==> src/pkg/pcrg_pkg.sv <==
package pcrg_pkg;
   // divide-by-three phase of the processor clock
   localparam logic [1:0] PCRG_DIV_HIGH_PH = 2'h0;
   localparam logic [1:0] PCRG_DIV_LAST_PH = 2'h2;
   localparam logic [1:0] PCRG_DIV_RST     = 2'h0;
   // reset values
   localparam logic       PCRG_CLK_RST     = 1'b0;
   localparam logic       PCRG_PCLK_RST    = 1'b0;
   localparam logic       PCRG_READY_RST   = 1'b0;
   localparam logic       PCRG_RESET_RST   = 1'b1;
endpackage

==> src/hw/pcrg_sync2.sv <==
`timescale 1ns/1ns
module pcrg_sync2
   import pcrg_pkg::*;
(
   input  wire logic clk,    // system clock
   input  wire logic rst,    // synchronous reset
   input  wire logic d,      // asynchronous level
   output logic      q       // synchronised level
);
   typedef struct packed {
      logic s1;
      logic s2;
   } pcrg_sync_t;

   pcrg_sync_t st_r;
   pcrg_sync_t st_nxt;

   // only the second stage reads the first
   always_comb
   begin
      st_nxt    = st_r;
      st_nxt.s1 = d;
      st_nxt.s2 = st_r.s1;
   end

   always_ff @(posedge clk)
   begin
      if (rst)
         st_r <= '0;
      else
         st_r <= st_nxt;
   end

   assign q = st_r.s2;
endmodule

==> src/hw/pcrg_top.sv <==
`timescale 1ns/1ns
module pcrg_top
   import pcrg_pkg::*;
(
   input  wire logic clk,                      // system clock
   input  wire logic rst,                      // synchronous reset
   input  wire logic crystal_pins,             // crystal oscillator level
   input  wire logic external_frequency_input, // external source level
   input  wire logic source_select,            // strap, high selects crystal
   input  wire logic divider_sync_clear,       // holds divider cleared
   input  wire logic ready_qualifier_one_n,    // qualifier for bus ready one
   input  wire logic ready_qualifier_two_n,    // qualifier for bus ready two
   input  wire logic bus_ready_one,            // bus ready one
   input  wire logic bus_ready_two,            // bus ready two
   input  wire logic power_on_trigger_input,   // reset trigger input
   output logic      crystal_rate_output,      // crystal rate copy
   output logic      proc_clk,                 // processor clock
   output logic      periph_clk,               // peripheral clock
   output logic      ready_out,                // synchronised ready
   output logic      reset_out                 // synchronised reset
);
   typedef struct packed {
      logic       xtal_d;
      logic       xtal_q;
      logic       efi_d;
      logic       efi_q;
      logic       sel_d;
      logic       sel_q;
      logic       src_prev;
      logic [1:0] phase;
      logic [1:0] phase_prev;
      logic       clk_o;
      logic       pclk_o;
      logic       osc_o;
      logic       rdy_s1;
      logic       rdy_s2;
      logic       res_o;
   } pcrg_state_t;

   pcrg_state_t st_r;
   pcrg_state_t st_nxt;
   logic        sync_q;
   logic        bus_ready_one_q;
   logic        bus_ready_two_q;
   logic        ready_qualifier_one_n_q;
   logic        ready_qualifier_two_n_q;
   logic        res_q;
   logic        src;
   logic        src_rise;
   logic        clk_fall;
   logic        clk_rise;

   // level inputs from pins, two flops each before any logic
   pcrg_sync2 u_sync (.clk(clk), .rst(rst), .d(divider_sync_clear), .q(sync_q));
   pcrg_sync2 u_bus_ready_one (.clk(clk), .rst(rst), .d(bus_ready_one), .q(bus_ready_one_q));
   pcrg_sync2 u_bus_ready_two (.clk(clk), .rst(rst), .d(bus_ready_two), .q(bus_ready_two_q));
   pcrg_sync2 u_ready_qualifier_one_n (.clk(clk), .rst(rst), .d(ready_qualifier_one_n), .q(ready_qualifier_one_n_q));
   pcrg_sync2 u_ready_qualifier_two_n (.clk(clk), .rst(rst), .d(ready_qualifier_two_n), .q(ready_qualifier_two_n_q));
   pcrg_sync2 u_res  (.clk(clk), .rst(rst), .d(power_on_trigger_input), .q(res_q));

   function automatic logic qual(input logic rdy, input logic aen_n);
      qual = rdy & ~aen_n;
   endfunction

   always_comb
   begin
      st_nxt = st_r;
      st_nxt.xtal_d = crystal_pins;
      st_nxt.xtal_q = st_r.xtal_d;
      st_nxt.efi_d  = external_frequency_input;
      st_nxt.efi_q  = st_r.efi_d;
      st_nxt.sel_d  = source_select;
      st_nxt.sel_q  = st_r.sel_d;
      // a strap change can fake one source edge; the divider takes it
      src      = st_r.sel_q ? st_r.xtal_q : st_r.efi_q;
      src_rise = src & ~st_r.src_prev;
      clk_rise = 1'b0;
      clk_fall = 1'b0;
      st_nxt.src_prev = src;
      st_nxt.phase_prev = st_r.phase;
      st_nxt.osc_o    = st_r.xtal_q;
      if (sync_q)
      begin
         st_nxt.phase = PCRG_DIV_RST;
         st_nxt.clk_o = PCRG_CLK_RST;
         st_nxt.pclk_o = PCRG_PCLK_RST;
      end
      else if (src_rise)
      begin
         // one high source cycle, then two low
         st_nxt.phase = (st_r.phase == PCRG_DIV_LAST_PH) ? PCRG_DIV_HIGH_PH
                                                         : st_r.phase + 2'h1;
         st_nxt.clk_o = (st_nxt.phase == PCRG_DIV_HIGH_PH);
         clk_rise = st_nxt.clk_o & ~st_r.clk_o;
         clk_fall = ~st_nxt.clk_o & st_r.clk_o;
         if (clk_rise)
            st_nxt.pclk_o = ~st_r.pclk_o;
      end
      if (clk_fall)
      begin
         // second stage, ready rises and drops only on clock fall
         st_nxt.rdy_s1 = qual(bus_ready_one_q, ready_qualifier_one_n_q) | qual(bus_ready_two_q, ready_qualifier_two_n_q);
         st_nxt.rdy_s2 = st_r.rdy_s1;
         st_nxt.res_o  = res_q;
      end
   end

   always_ff @(posedge clk)
   begin
      if (rst)
      begin
         st_r        <= '0;
         st_r.phase  <= PCRG_DIV_RST;
         st_r.clk_o  <= PCRG_CLK_RST;
         st_r.pclk_o <= PCRG_PCLK_RST;
         st_r.rdy_s2 <= PCRG_READY_RST;
         st_r.res_o  <= PCRG_RESET_RST;
      end
      else
         st_r <= st_nxt;
   end

   assign crystal_rate_output = st_r.osc_o;
   assign proc_clk            = st_r.clk_o;
   assign periph_clk          = st_r.pclk_o;
   assign ready_out           = st_r.rdy_s2;
   assign reset_out           = st_r.res_o;
endmodule

==> config.mk <==
export PLATFORM = sky130hd
export DESIGN_NAME = pcrg_top
export DESIGN_NICKNAME = d
export VERILOG_FILES = /design/src/pkg/pcrg_pkg.sv /design/src/hw/pcrg_sync2.sv /design/src/hw/pcrg_top.sv
export SDC_FILE = /design/constraint.sdc
export NUM_CORES = 1
export LEC_CHECK = 0
export ABC_AREA = 1
export BUFFER_PORTS_ARGS = -buffer_cell sky130_fd_sc_hd__buf_2
export CORE_MARGIN = 3
export CORE_UTILIZATION = 50
export DETAILED_ROUTE_END_ITERATION = 8
export MAX_ROUTING_LAYER = met4
export PLACE_DENSITY_LB_ADDON = 0.12
export SLEW_MARGIN = 20
export SYNTH_ARGS = -nofsm -noshare
export SYNTH_HDL_FRONTEND = slang
export SYNTH_HIERARCHICAL = 1
export SYNTH_SLANG_ARGS = --single-unit
==> constraint.sdc <==
create_clock -name clk -period 1.2 [get_ports clk]
set_input_delay 0 -clock clk [delete_from_list [all_inputs] [get_ports clk]]
set_output_delay 0 -clock clk [all_outputs]
set_load 0.1 [all_outputs]
# Word-level counts from Yosys, hierarchy flattened
# Cells that the tools add are included.
[op_classes]
add_sub_neg = 1
n_eq_ne = 1
muxes = 4
bitwise = 12
n_reduce_logical = 3
[op_table]
columns = ["cell", "n"]
rows = [
  ["$not A1 Y1", 6],
  ["$and A1 B1 Y1", 5],
  ["$mux W1", 3],
  ["$add A2 B1 Y2 const B", 1],
  ["$eq A2 B2 Y1 const B", 1],
  ["$logic_not A2 Y1", 1],
  ["$mux W2", 1],
  ["$reduce_and A2 Y1", 1],
  ["$reduce_or A2 Y1", 1],
  ["$or A1 B1 Y1", 1],
]
[totals]
ff_bits = 27
input_bits = 11
output_inout_bits = 5
word_cells = 47

# Logic depth before layout (Yosys ltp)
# Gate-level depths: netlist of run 1.
[depth]
ltp_word = 7
ltp_mapped = 7

# Modules after synthesis
# The synthesis of run 1 kept the hierarchy.
[modules_own_cells]
columns = ["mod", "n_inst", "cells_per_inst", "area_per_inst_um2", "seq_area_each_um2"]
rows = [
  ["pcrg_top", 1, 80, 605.6, 300.3],
  ["pcrg_sync2", 6, 6, 55.1, 40.0],
]

# Worst setup path after synthesis of run 1
# OpenSTA, ideal clock, no wires.
[synth_path]
path_type = "register -> register"
from = "reg st_r (netlist bit proc_clk)"
to = "reg st_r (netlist bit reset_out)"
setup_time_ns = 0.121
arrival_time_ns = 1.574
required_ns = 1.079
setup_slack_ns = -0.496
path_stages_with_launch = 6
path_cell_list = "dfxtp_1 -> inv_1 -> nor2_4 -> nand4_4 -> nand2_1 -> nand3_1"
[synth_via]
elab_chain_len = 3
[synth_lines]
columns = ["item", "line_no", "text"]
rows = [
  ["start, declared", "pcrg_top.sv:40", "pcrg_state_t st_r;"],
  ["start signal, assigned", "pcrg_top.sv:120", "st_r <= st_nxt;"],
  ["$and A1 B1 Y1", "pcrg_top.sv:95", "clk_fall = ~st_nxt.clk_o & st_r.clk_o;"],
  ["$mux W1", "pcrg_top.sv:88", "else if (src_rise)"],
  ["$mux W1", "pcrg_top.sv:82", "if (sync_q)"],
]
# No other way between the ends.
# A chain may end at the register's enable or synchronous reset.

# Final worst setup path of run 1
[layout_path]
from = "reg st_r (netlist bit reset_out)"
to = "out reset_out"
[layout_rtl]
columns = ["item", "line_no", "text"]
rows = [
  ["end, declared", "pcrg_top.sv:20", "output logic reset_out"],
]
# No word-level cell between the ends.

==> parameters.txt, run 1 <==
Parameter                              Value

Placement
  Port Buffer Count ... 15
  Instance area after placement ... around 1000 um^2
  Post-DP HPWL ... ~900 um
  Final RePlAce weighted congestion ... 0.838
  Setup WS pre-CTS ... 223 ps

Power and ir drop
  Sequential power share ... 64.7%
  Int Pwr ... 0.00111 W
  Part of the power in the clock network ... 25.2%
  Cell area power density ... 1270 nW/um^2
  Worst VDD drop ... 0.664 mV
  Relative contribution of combinational cells to total power ... 10.1%
  Leakage power total ... 0.573 nW
  Switch Pwr ... 0.000347 W
  Net switching share of the total power ... roughly a quarter

Setup path
  Startpoint of the worst register-to-register path ... st_r[11]
  Endpoint type of the worst setup path ... output pin
  Data arrival time of the worst path ... 1090 ps
  CP max stage cell ... sky130_fd_sc_hd__buf_2
  Start-to-end type of the worst setup path ... reg2out
  Critical-path maximum fanout ... 2
  Stage delay of the slowest cell on the critical path ... 420 ps
  Critical path required time ... 1200 ps
  Worst path cell trace ... buf_2
  Kind of start point of the critical path ... flip-flop
  Largest delay contributor family on the critical path ... buffers and inverters
  WP buf/inv ... 1
  Launch point of the critical path ... reset_out

Floorplanning
  Die width ... 49.3 um
  Die ar. ... 2430 um^2
  I/O Pins ... 16
  Die outline height ... 49.3 um
  Site row count ... 15
  Effective utilization at floorplan ... 53.6%
  Placeable core area ... 1750 um^2

Synth
  Fraction of the yosys area taken by sequential cells ... between 50% and 60%
  Summed instance area of the synthesized netlist ... 936 um^2
  Yosys cell types ... 15
  Synth warn ... 6
  Synth Net Count ... 127
  Average cell area after synthesis ... 8.07 um^2
  Post-synthesis instance total ... ~120
  Synth Register Bits ... 27

Cells and area
  Number of flip-flops under the largest register name ... 6
  Antenna diodes ... 0
  Final core utilization ... 66.2%
  Most frequent cells in the layout ... sky130_fd_sc_hd__inv_1, sky130_fd_sc_hd__nor2_1, sky130_fd_sc_hd__dfxtp_1
  Area growth, synth to finish ... 23.4%
  Proportion of layout cells with a drive suffix above 1 ... 20.3%
  Commonest non-fill, non-tap cell in the layout ... sky130_fd_sc_hd__inv_1
  Final std cell area, no fill ... 1150 um^2
  Post-layout nets ... between 150 and 200

STA
  Sum of negative setup slack ... 0 ps
  Worst clock skew ... 7.78 ps
  Achievable Freq ... 914 MHz
  Worst-case setup margin in the final layout ... 106 ps
  Final critical path time including I/O delays and setup ... 1090 ps
  Unrepaired setup endpoints after global routing ... no
  Share of the clock period used by the worst path after layout ... between 90 and 100%
  Hold_ws ... 55.5 ps
  Final max-slew violation count ... 0
  Worst max-slew margin expressed relative to the limit ... between 60% and 70%
  Setup violation total in the final timing report ... 0
  Number of failing hold endpoints at the final stage ... 0
  Transition time at the pin with the least slew margin ... 484 ps

Clock tree
  Clock tree buffer depth ... 2
  CTS H-tree depth ... 1
  Clock transition at the registers of the reported paths ... 140 ps
  CTS Buf Count ... 3
  Clock root buffer master ... sky130_fd_sc_hd__clkbuf_4
  Clock tree from TritonCTS ... built
  Num Clock Sinks ... 27
  Worst-Skew Late Latency ... 310 ps

Detailed routing
  DR vias ... about 690
  Antenna-violating nets left ... 0
  Wirelength, routed ... 1270 um
  Number of remaining DRC errors ... 0
  Length of the first detailed-routing pass in iterations ... 4
  Via density ... a little over 4
  DRC marker count from the first detailed-route iteration ... 8
  Routed len/inst ... 7.53 um

Global routing
  Total routing resource utilization after global routing ... 13.3%
  Global-route congestion overflow total ... 0
  Number of antenna violations at the first check in global routing ... 0
  Pin count of the biggest net entering global routing ... 23
  Number of global-route vias before repair ... 632
  First-pass GRT wire length ... 2430 um

Hold path
  Class of the most critical hold timing path ... in2reg
  Hold Path Origin ... rst

Run
  Max-capacitance violation count ... 0

Status
  Run status ... finished clean
[per-layer routing]
metal  GRT usage [%]  wire [um]
met1            13.8        576
met5               -          0
met2            22.1        624
met4            7.58          4
met3            3.98         60
[repair_timing]
item / 4_1_cts / 5_1_grt
gates resized for setup: 0 / 0
setup buffers: 0 / 0
endpoints found under the hold margin: 9 / 0
hold buffers: 9 / 0
[worst paths after layout]
kind	end	slack, ps	cells past startpoint
worst min-delay path	u_bus_ready_one/q	60	2
worst max register to register	reset_out	210	7
worst max-delay path	reset_out	110	1
worst min register to register	u_sync/q	410	2
[synthesized netlist by cell type]
| library cell | instances | area, um^2 |
|---|---|---|
| sky130_fd_sc_hd__inv_2 | 1 | 3.75 |
| sky130_fd_sc_hd__dfxtp_1 | 27 | 541 |
| sky130_fd_sc_hd__nor2_4 | 2 | 22.5 |
| sky130_fd_sc_hd__nand2_1 | 14 | 52.6 |
| sky130_fd_sc_hd__nor2_1 | 29 | 109 |
| sky130_fd_sc_hd__o21ai_0 | 2 | 10.0 |
| sky130_fd_sc_hd__nand2_2 | 2 | 12.5 |
| sky130_fd_sc_hd__a21oi_1 | 1 | 5.00 |
| sky130_fd_sc_hd__inv_1 | 31 | 116 |
| sky130_fd_sc_hd__nand4_4 | 1 | 21.3 |
| sky130_fd_sc_hd__nand4_1 | 1 | 6.26 |
| sky130_fd_sc_hd__nand3_1 | 2 | 10.0 |
| sky130_fd_sc_hd__buf_6 | 1 | 11.3 |
| sky130_fd_sc_hd__a21oi_2 | 1 | 8.76 |
| sky130_fd_sc_hd__o22ai_1 | 1 | 6.26 |
[cells by family (layout without fill, tap and decap cells)]
group,Yosys count,in the layout,share of synthesized area [%]
and+or+nand+nor,51,51,25.0
DFF,27,27,57.8
AOI/OAI and AO/OA,5,5,3.21
buffers and inverters,33,60,14.0
[power groups by stage]
stage | logic [W] | clock network, W | registers, W
4_1_cts | 0.000150 | 0.000396 | 0.000946
3_5_place_dp | 0.000127 | 0 | 0.000966
5_1_grt | 0.000168 | 0.000438 | 0.000951
3_3_place_gp | 0.000124 | 0 | 0.000965
6_report | 0.000148 | 0.000368 | 0.000946
2_1_floorplan | 0.0000655 | 0 | 0.000994
[metrics by stage]
stage / total power (W) / instances
final: 0.00146 / 168
after CTS: 0.00149 / 168
after floorplan: 0.00106 / 116
after global placement: 0.00109 / 155
after detailed placement: 0.00109 / 155
after global routing: 0.00156 / 168
[layout make-up]
| class | instances | area [um^2] |
|---|---|---|
| Clock buffer | 3 | 22.5 |
| Clock inverter | 1 | 5.00 |
| Fill cell | 148 | 591 |
| Inverter | 32 | 120 |
| Multi-Input combinational cell | 56 | 264 |
| Sequential cell | 27 | 547 |
| Tap cell | 25 | 31.3 |
| Timing Repair Buffer | 24 | 165 |
Note: power is estimated with default switching activity, not from simulation.
==> run 2, diff against run 1 <==
--- a/config.mk
+++ b/config.mk
@@ -6,10 +6,10 @@
 export NUM_CORES = 1
 export LEC_CHECK = 0
 export ABC_AREA = 1
-export BUFFER_PORTS_ARGS = -buffer_cell sky130_fd_sc_hd__buf_2
 export CORE_MARGIN = 3
 export CORE_UTILIZATION = 50
 export DETAILED_ROUTE_END_ITERATION = 8
+export DONT_BUFFER_PORTS = 1
 export MAX_ROUTING_LAYER = met4
 export PLACE_DENSITY_LB_ADDON = 0.12
 export SLEW_MARGIN = 20
@@ -17,3 +17,4 @@
 export SYNTH_HDL_FRONTEND = slang
 export SYNTH_HIERARCHICAL = 1
 export SYNTH_SLANG_ARGS = --single-unit
+export TNS_END_PERCENT = 1
==> run 2 against run 1 <==
Against the previous run:
- count of clock-buffer cells in the layout is 1 higher
- final cell count decreased by 5.4%
- sequential power is essentially flat
- die area stayed put
- global-route usage fell by 0.73 points
- core utilization shrank 1.7 points
- clock skew fell by 4.6 ps
- flip-flop and latch count stayed put
- largest power group unchanged
- combinational power is 5% lower
- setup slack better by 98 ps
- routed wire length grew 2.6%
- clock power about the same
==> parameters.txt, run 2 (synthesized netlist as in run 1, its figures left out) <==
Parameter                              Value

STA
  Worst clock skew ... 3.14 ps
  Final critical path time including I/O delays and setup ... 996 ps
  Share of the clock period used by the worst path after layout ... 83.0%
  Number of failing hold endpoints at the final stage ... 0
  Setup violation total in the final timing report ... 0
  Unrepaired setup endpoints after global routing ... no
  Worst max-slew margin expressed relative to the limit ... between 50% and 60%
  Transition time at the pin with the least slew margin ... 738 ps
  Achievable Freq ... 1000 MHz
  Final max-slew violation count ... 0

Cells and area
  Area taken by flip-flops and latches ... 543 um^2
  Number of flip-flops under the largest register name ... 6
  Commonest non-fill, non-tap cell in the layout ... sky130_fd_sc_hd__inv_1
  Final core utilization ... 64.4%
  Proportion of layout cells with a drive suffix above 1 ... 12.7%
  Antenna diodes ... 0
  Post-layout nets ... 146
  Area used by multi-input combinational logic ... between 200 and 300 um^2
  Post-Layout Cell Count ... 159
  Fillers ... 136
  Most frequent cells in the layout ... sky130_fd_sc_hd__inv_1, sky130_fd_sc_hd__nor2_1, sky130_fd_sc_hd__dfxtp_1
  Area growth, synth to finish ... 20.2%

Detailed routing
  DR vias ... 667
  Length of the first detailed-routing pass in iterations ... 4
  Wirelength, routed ... between 1000 and 1500 um
  Via density ... 4.19
  Routed len/inst ... 8.16 um
  Antenna-violating nets left ... 0
  DRC marker count from the first detailed-route iteration ... 15
  Number of remaining DRC errors ... 0

Clock tree
  Clock tree from TritonCTS ... built
  Worst-Skew Late Latency ... a little over 300 ps
  Num Clock Sinks ... 27
  CTS H-tree depth ... 1
  Clock transition at the registers of the reported paths ... 130 ps
  Clock root buffer master ... sky130_fd_sc_hd__clkbuf_4
  Clock tree buffer depth ... 2
  CTS Buf Count ... 3

Floorplanning
  Site row count ... 15
  I/O Pins ... 16
  Die ar. ... 2430 um^2
  Die width ... 49.3 um
  Placeable core area ... about 1700 um^2
  Die outline height ... between 40 and 50 um
  Effective utilization at floorplan ... 53.6%

Power and ir drop
  Worst VDD drop ... 0.836 mV
  Leakage power total ... 0.545 nW
  Cell area power density ... around 1300 nW/um^2
  Power consumption ... 0.00146 W

Setup path
  Stage delay of the slowest cell on the critical path ... 350 ps
  Start-to-end type of the worst setup path ... reg2reg
  Critical-path maximum fanout ... 3
  CP max stage cell ... sky130_fd_sc_hd__dfxtp_1
  Critical path required time ... 1460 ps
  Instance count on the critical path ... 7
  Cell depth of the worst flop-to-flop path ... 7
  Data arrival time of the worst path ... 1250 ps
  Endpoint type of the worst setup path ... flip-flop
  Worst path cell trace ... inv_1, nand2_1, nand2_2, nand2_2, nor2_4, nand3_1, nand3_1
  Kind of start point of the critical path ... flip-flop
  Largest delay contributor family on the critical path ... simple AND/OR/NAND/NOR gates
  WP buf/inv ... 1

Global routing
  Pin count of the biggest net entering global routing ... 23
  Total routing resource utilization after global routing ... between 10% and 20%
  First-pass GRT wire length ... 2230 um
  Number of antenna violations at the first check in global routing ... 0
  Number of global-route vias before repair ... 537
  Global-route congestion overflow total ... 0

Run
  Max-capacitance violation count ... 0

Hold path
  Class of the most critical hold timing path ... in2reg
  Hold path depth ... 3

Placement
  Cell count after placement ... 145
  Post-DP HPWL ... around 840 um
  Final RePlAce weighted congestion ... approximately 0.87
  Port Buffer Count ... 0

Status
  Run status ... finished clean
==> run 2: cell types whose count changed in the layout (fill, tap and decap cells not counted) <==
cell	previous run	this run
sky130_fd_sc_hd__dlymetal6s4s_1	0	1
sky130_fd_sc_hd__buf_4	0	5
sky130_fd_sc_hd__buf_2	15	0
sky130_fd_sc_hd__dfxtp_1	24	25
sky130_fd_sc_hd__dfxtp_4	1	0
sky130_fd_sc_hd__clkinv_2	1	0
sky130_fd_sc_hd__clkbuf_1	0	1
==> run 2: layer usage <==
metal,part of all wire (%),global-route usage (%),vias to the layer above
li1,-,-,366
met1,45,14.4,286
met2,50,20.1,13
met3,4.7,3.67,2
met4,0.31,5.69,0
met5,0,-,-
==> run 2: timing repair <==
item,in CTS,in global routing
hold buffers,10,0
setup buffers,0,0
endpoints found under the setup margin,0,4
endpoints found under the hold margin,27,0
resized for setup,0,1
==> run 2: worst reg2reg max path, stage by stage (launching register included) <==
cell and delay [ps]:
sky130_fd_sc_hd__dfxtp_1 350, sky130_fd_sc_hd__inv_1 70, sky130_fd_sc_hd__nand2_1 60, sky130_fd_sc_hd__nand2_2 110
sky130_fd_sc_hd__nand2_2 80, sky130_fd_sc_hd__nor2_4 110, sky130_fd_sc_hd__nand3_1 90, sky130_fd_sc_hd__nand3_1 70
==> run 2: worst paths after layout <==
path	slack, ps	to	start
setup / recovery	200	reset_out	st_r[11]
hold / removal	330	u_bus_ready_one/st_nxt[0]	bus_ready_one
setup reg to reg	200	reset_out	st_r[11]
hold reg to reg	410	u_bus_ready_one/q	u_bus_ready_one/st_nxt[0]
==> run 2: where the power goes <==
part / internal, W / leakage [nW] / switching [W]
clock: 0.000130 / 0.0150 / 0.000241
sequential: 0.000933 / 0.223 / 0.0000135
combinational: 0.0000521 / 0.307 / 0.0000886
total: 0.00112 / 0.545 / 0.000343
==> run 2: cell type report <==
type	instances	area share, %
multi-input cells	56	23.5
well taps	25	2.78
clock buffers	4	2.34
inverters	32	10.7
flip-flops and latches	27	48.3
repair buffers	15	12.5
==> run 2: through the flow <==
stage          hold WS [ps]  setup slack (ps)  setup TNS [ps]  instance area, um^2
2_1_floorplan          71.2              -134            -370                  938
3_3_place_gp           72.9               258               0                  996
3_5_place_dp           74.9               238               0                  996
4_1_cts                 314              29.2               0                 1120
5_1_grt                 319              88.8               0                 1120
6_report                329               204               0                 1120
==> run 3, diff against run 2 <==
==> constraint.sdc (replaced) <==
create_clock -name clk -period 1 [get_ports clk]
set_input_delay 0 -clock clk [delete_from_list [all_inputs] [get_ports clk]]
set_output_delay 0 -clock clk [all_outputs]
set_load 0.1 [all_outputs]
==> run 3 against run 2 <==
Against the previous run:
- clock power up 21%
- worst hold slack worse by 55 ps
- sequential share of layout area down 0.71 points
- first-iteration DRC count down 73%
- combinational power up 23%
- count of clock-buffer cells in the layout down 1
- critical path depth down 6
- design area up 2.9%
- global-route usage up 1.3 points
- power up 21%
- core utilization up 1.9 points
- register-to-register slack worse by 160 ps
==> parameters.txt, run 3 (synthesized netlist as in run 1, its figures left out) <==
Parameter                              Value

Setup path
  Worst path cell trace ... buf_4
  Reg2reg end ... ready_out
  WP buf/inv ... 1
  Stage delay of the slowest cell on the critical path ... 350 ps
  Startpoint of the worst register-to-register path ... proc_clk
  Kind of start point of the critical path ... flip-flop
  CP max stage cell ... sky130_fd_sc_hd__dfxtp_2
  Start-to-end type of the worst setup path ... reg2out
  Critical-path maximum fanout ... 2
  Largest delay contributor family on the critical path ... flip-flops
  Slack of the worst reg-to-reg path ... 50 ps
  Data arrival time of the worst path ... 950 ps
  Critical path required time ... 1000 ps
  Cell depth of the worst flop-to-flop path ... 6
  Endpoint type of the worst setup path ... output pin
  Instance count on the critical path ... 1

Clock tree
  CTS H-tree depth ... 1
  Num Clock Sinks ... 27
  Clock tree buffer depth ... 2
  Clock root buffer master ... sky130_fd_sc_hd__clkbuf_4
  CTS Buf Count ... 3
  Worst-Skew Late Latency ... 320 ps
  Clock tree from TritonCTS ... built
  Clock transition at the registers of the reported paths ... 140 ps

Floorplanning
  I/O Pins ... 16
  Die width ... 49.3 um
  Placeable core area ... 1750 um^2
  Site row count ... 15
  Effective utilization at floorplan ... 53.6%
  Die ar. ... 2430 um^2
  Die outline height ... 49.3 um

STA
  Setup violation total in the final timing report ... 0
  Worst clock skew ... 7.20 ps
  Final max-slew violation count ... 0
  Transition time at the pin with the least slew margin ... ~460 ps
  Share of the clock period used by the worst path after layout ... 95.4%
  Worst max-slew margin expressed relative to the limit ... 69.3%
  Final critical path time including I/O delays and setup ... about 950 ps
  Achievable Freq ... 1050 MHz
  Unrepaired setup endpoints after global routing ... yes
  Sum of negative setup slack ... 0 ps
  Number of failing hold endpoints at the final stage ... 0

Power and ir drop
  Cell area power density ... 1520 nW/um^2
  Leakage power total ... 0.560 nW
  Worst VDD drop ... 1.08 mV
  Power consumption ... ~0.0018 W

Detailed routing
  Number of remaining DRC errors ... 0
  Top layer used by detailed routing ... met4
  DR vias ... 667
  Metal-1 WL ... 599 um
  Routed len/inst ... 8.71 um
  DRC marker count from the first detailed-route iteration ... 4
  Length of the first detailed-routing pass in iterations ... 4
  Met3 wire length ... approximately 49 um
  Via density ... ~4.2
  Met2 WL post-DR ... 711 um
  Wirelength, routed ... between 1000 and 1500 um
  Antenna-violating nets left ... 0

Global routing
  Number of antenna violations at the first check in global routing ... 0
  Number of global-route vias before repair ... 620
  Pin count of the biggest net entering global routing ... 16
  First-pass GRT wire length ... 2450 um
  Total routing resource utilization after global routing ... 13.8%
  Global-route congestion overflow total ... 0

Cells and area
  Proportion of layout cells with a drive suffix above 1 ... a little over a fifth
  Post-Layout Cell Count ... 160
  Fillers ... 164
  Most frequent cells in the layout ... sky130_fd_sc_hd__inv_1, sky130_fd_sc_hd__nor2_1, sky130_fd_sc_hd__dfxtp_1
  Antenna diodes ... 0
  Final core utilization ... 66.3%
  Number of flip-flops under the largest register name ... 6
  Final std cell area, no fill ... about 1200 um^2
  Post-layout nets ... 147
  Area growth, synth to finish ... 23.7%

Run
  Max-capacitance violation count ... 0

Hold path
  Hold path depth ... 2
  Hold Path Origin ... rst
  Class of the most critical hold timing path ... in2reg
  Endpoint of the worst hold-timing path ... u_bus_ready_two/st_nxt[0]

Placement
  Instance area after placement ... roughly 1000 um^2
  Port Buffer Count ... 0
  Cell count after placement ... 145
  Final RePlAce weighted congestion ... 0.831
  Post-DP HPWL ... 903 um

Status
  Run status ... finished clean
==> run 3: report_power, final <==
| group | total [W] | internal [W] | switching [W] |
|---|---|---|---|
| Clock | 0.000450 | 0.000150 | 0.000300 |
| Combinational | 0.000174 | 0.0000697 | 0.000104 |
| Sequential | 0.00114 | 0.00112 | 0.0000192 |
==> run 3: how the worst max path moves through the flow <==
| stage | startpoint | endpoint | slack [ps] |
|---|---|---|---|
| floorplan | proc_clk | ready_out | -60 |
| global placement | st_r[11] | st_nxt[6] | 80 |
| detailed placement | st_r[11] | reset_out | 40 |
| CTS | rst | proc_clk | 6 |
| global route | proc_clk | ready_out | -60 |
| finish | reset_out | reset_out | 50 |
==> run 3: cell type report <==
type | count | area, um^2 | area share, %
clock buffers | 3 | 22.5 | 1.95
clock inverters | 1 | 5.00 | 0.432
inverters | 32 | 123 | 10.6
multi-input cells | 56 | 277 | 23.9
flip-flops and latches | 27 | 551 | 47.6
well taps | 25 | 31.3 | 2.70
repair buffers | 16 | 149 | 12.9
==> run 3: metrics by stage <==
stage          worst slack, ps  hold WS (ps)
2_1_floorplan            -64.4          71.2
3_3_place_gp              82.0          73.0
3_5_place_dp              44.6          74.7
4_1_cts                   5.94           259
5_1_grt                  -61.0           263
6_report                  45.8           274
==> run 3: routing by layer <==
metal  up-vias  global-route usage [%]
met3         4                    3.67
met1       281                    15.0
li1        367                       -
met4         0                    10.4
met5         -                       -
met2        15                    21.4
==> run 3: repair_timing <==
| action | CTS | global route |
|---|---|---|
| pin swaps | 0 | 5 |
| cloned | 0 | 0 |
| hold endpoints to repair | 27 | 0 |
| setup buffers | 0 | 1 |
| setup endpoints to repair | 1 | 7 |
| resized for setup | 1 | 8 |
| hold buffers | 10 | 0 |
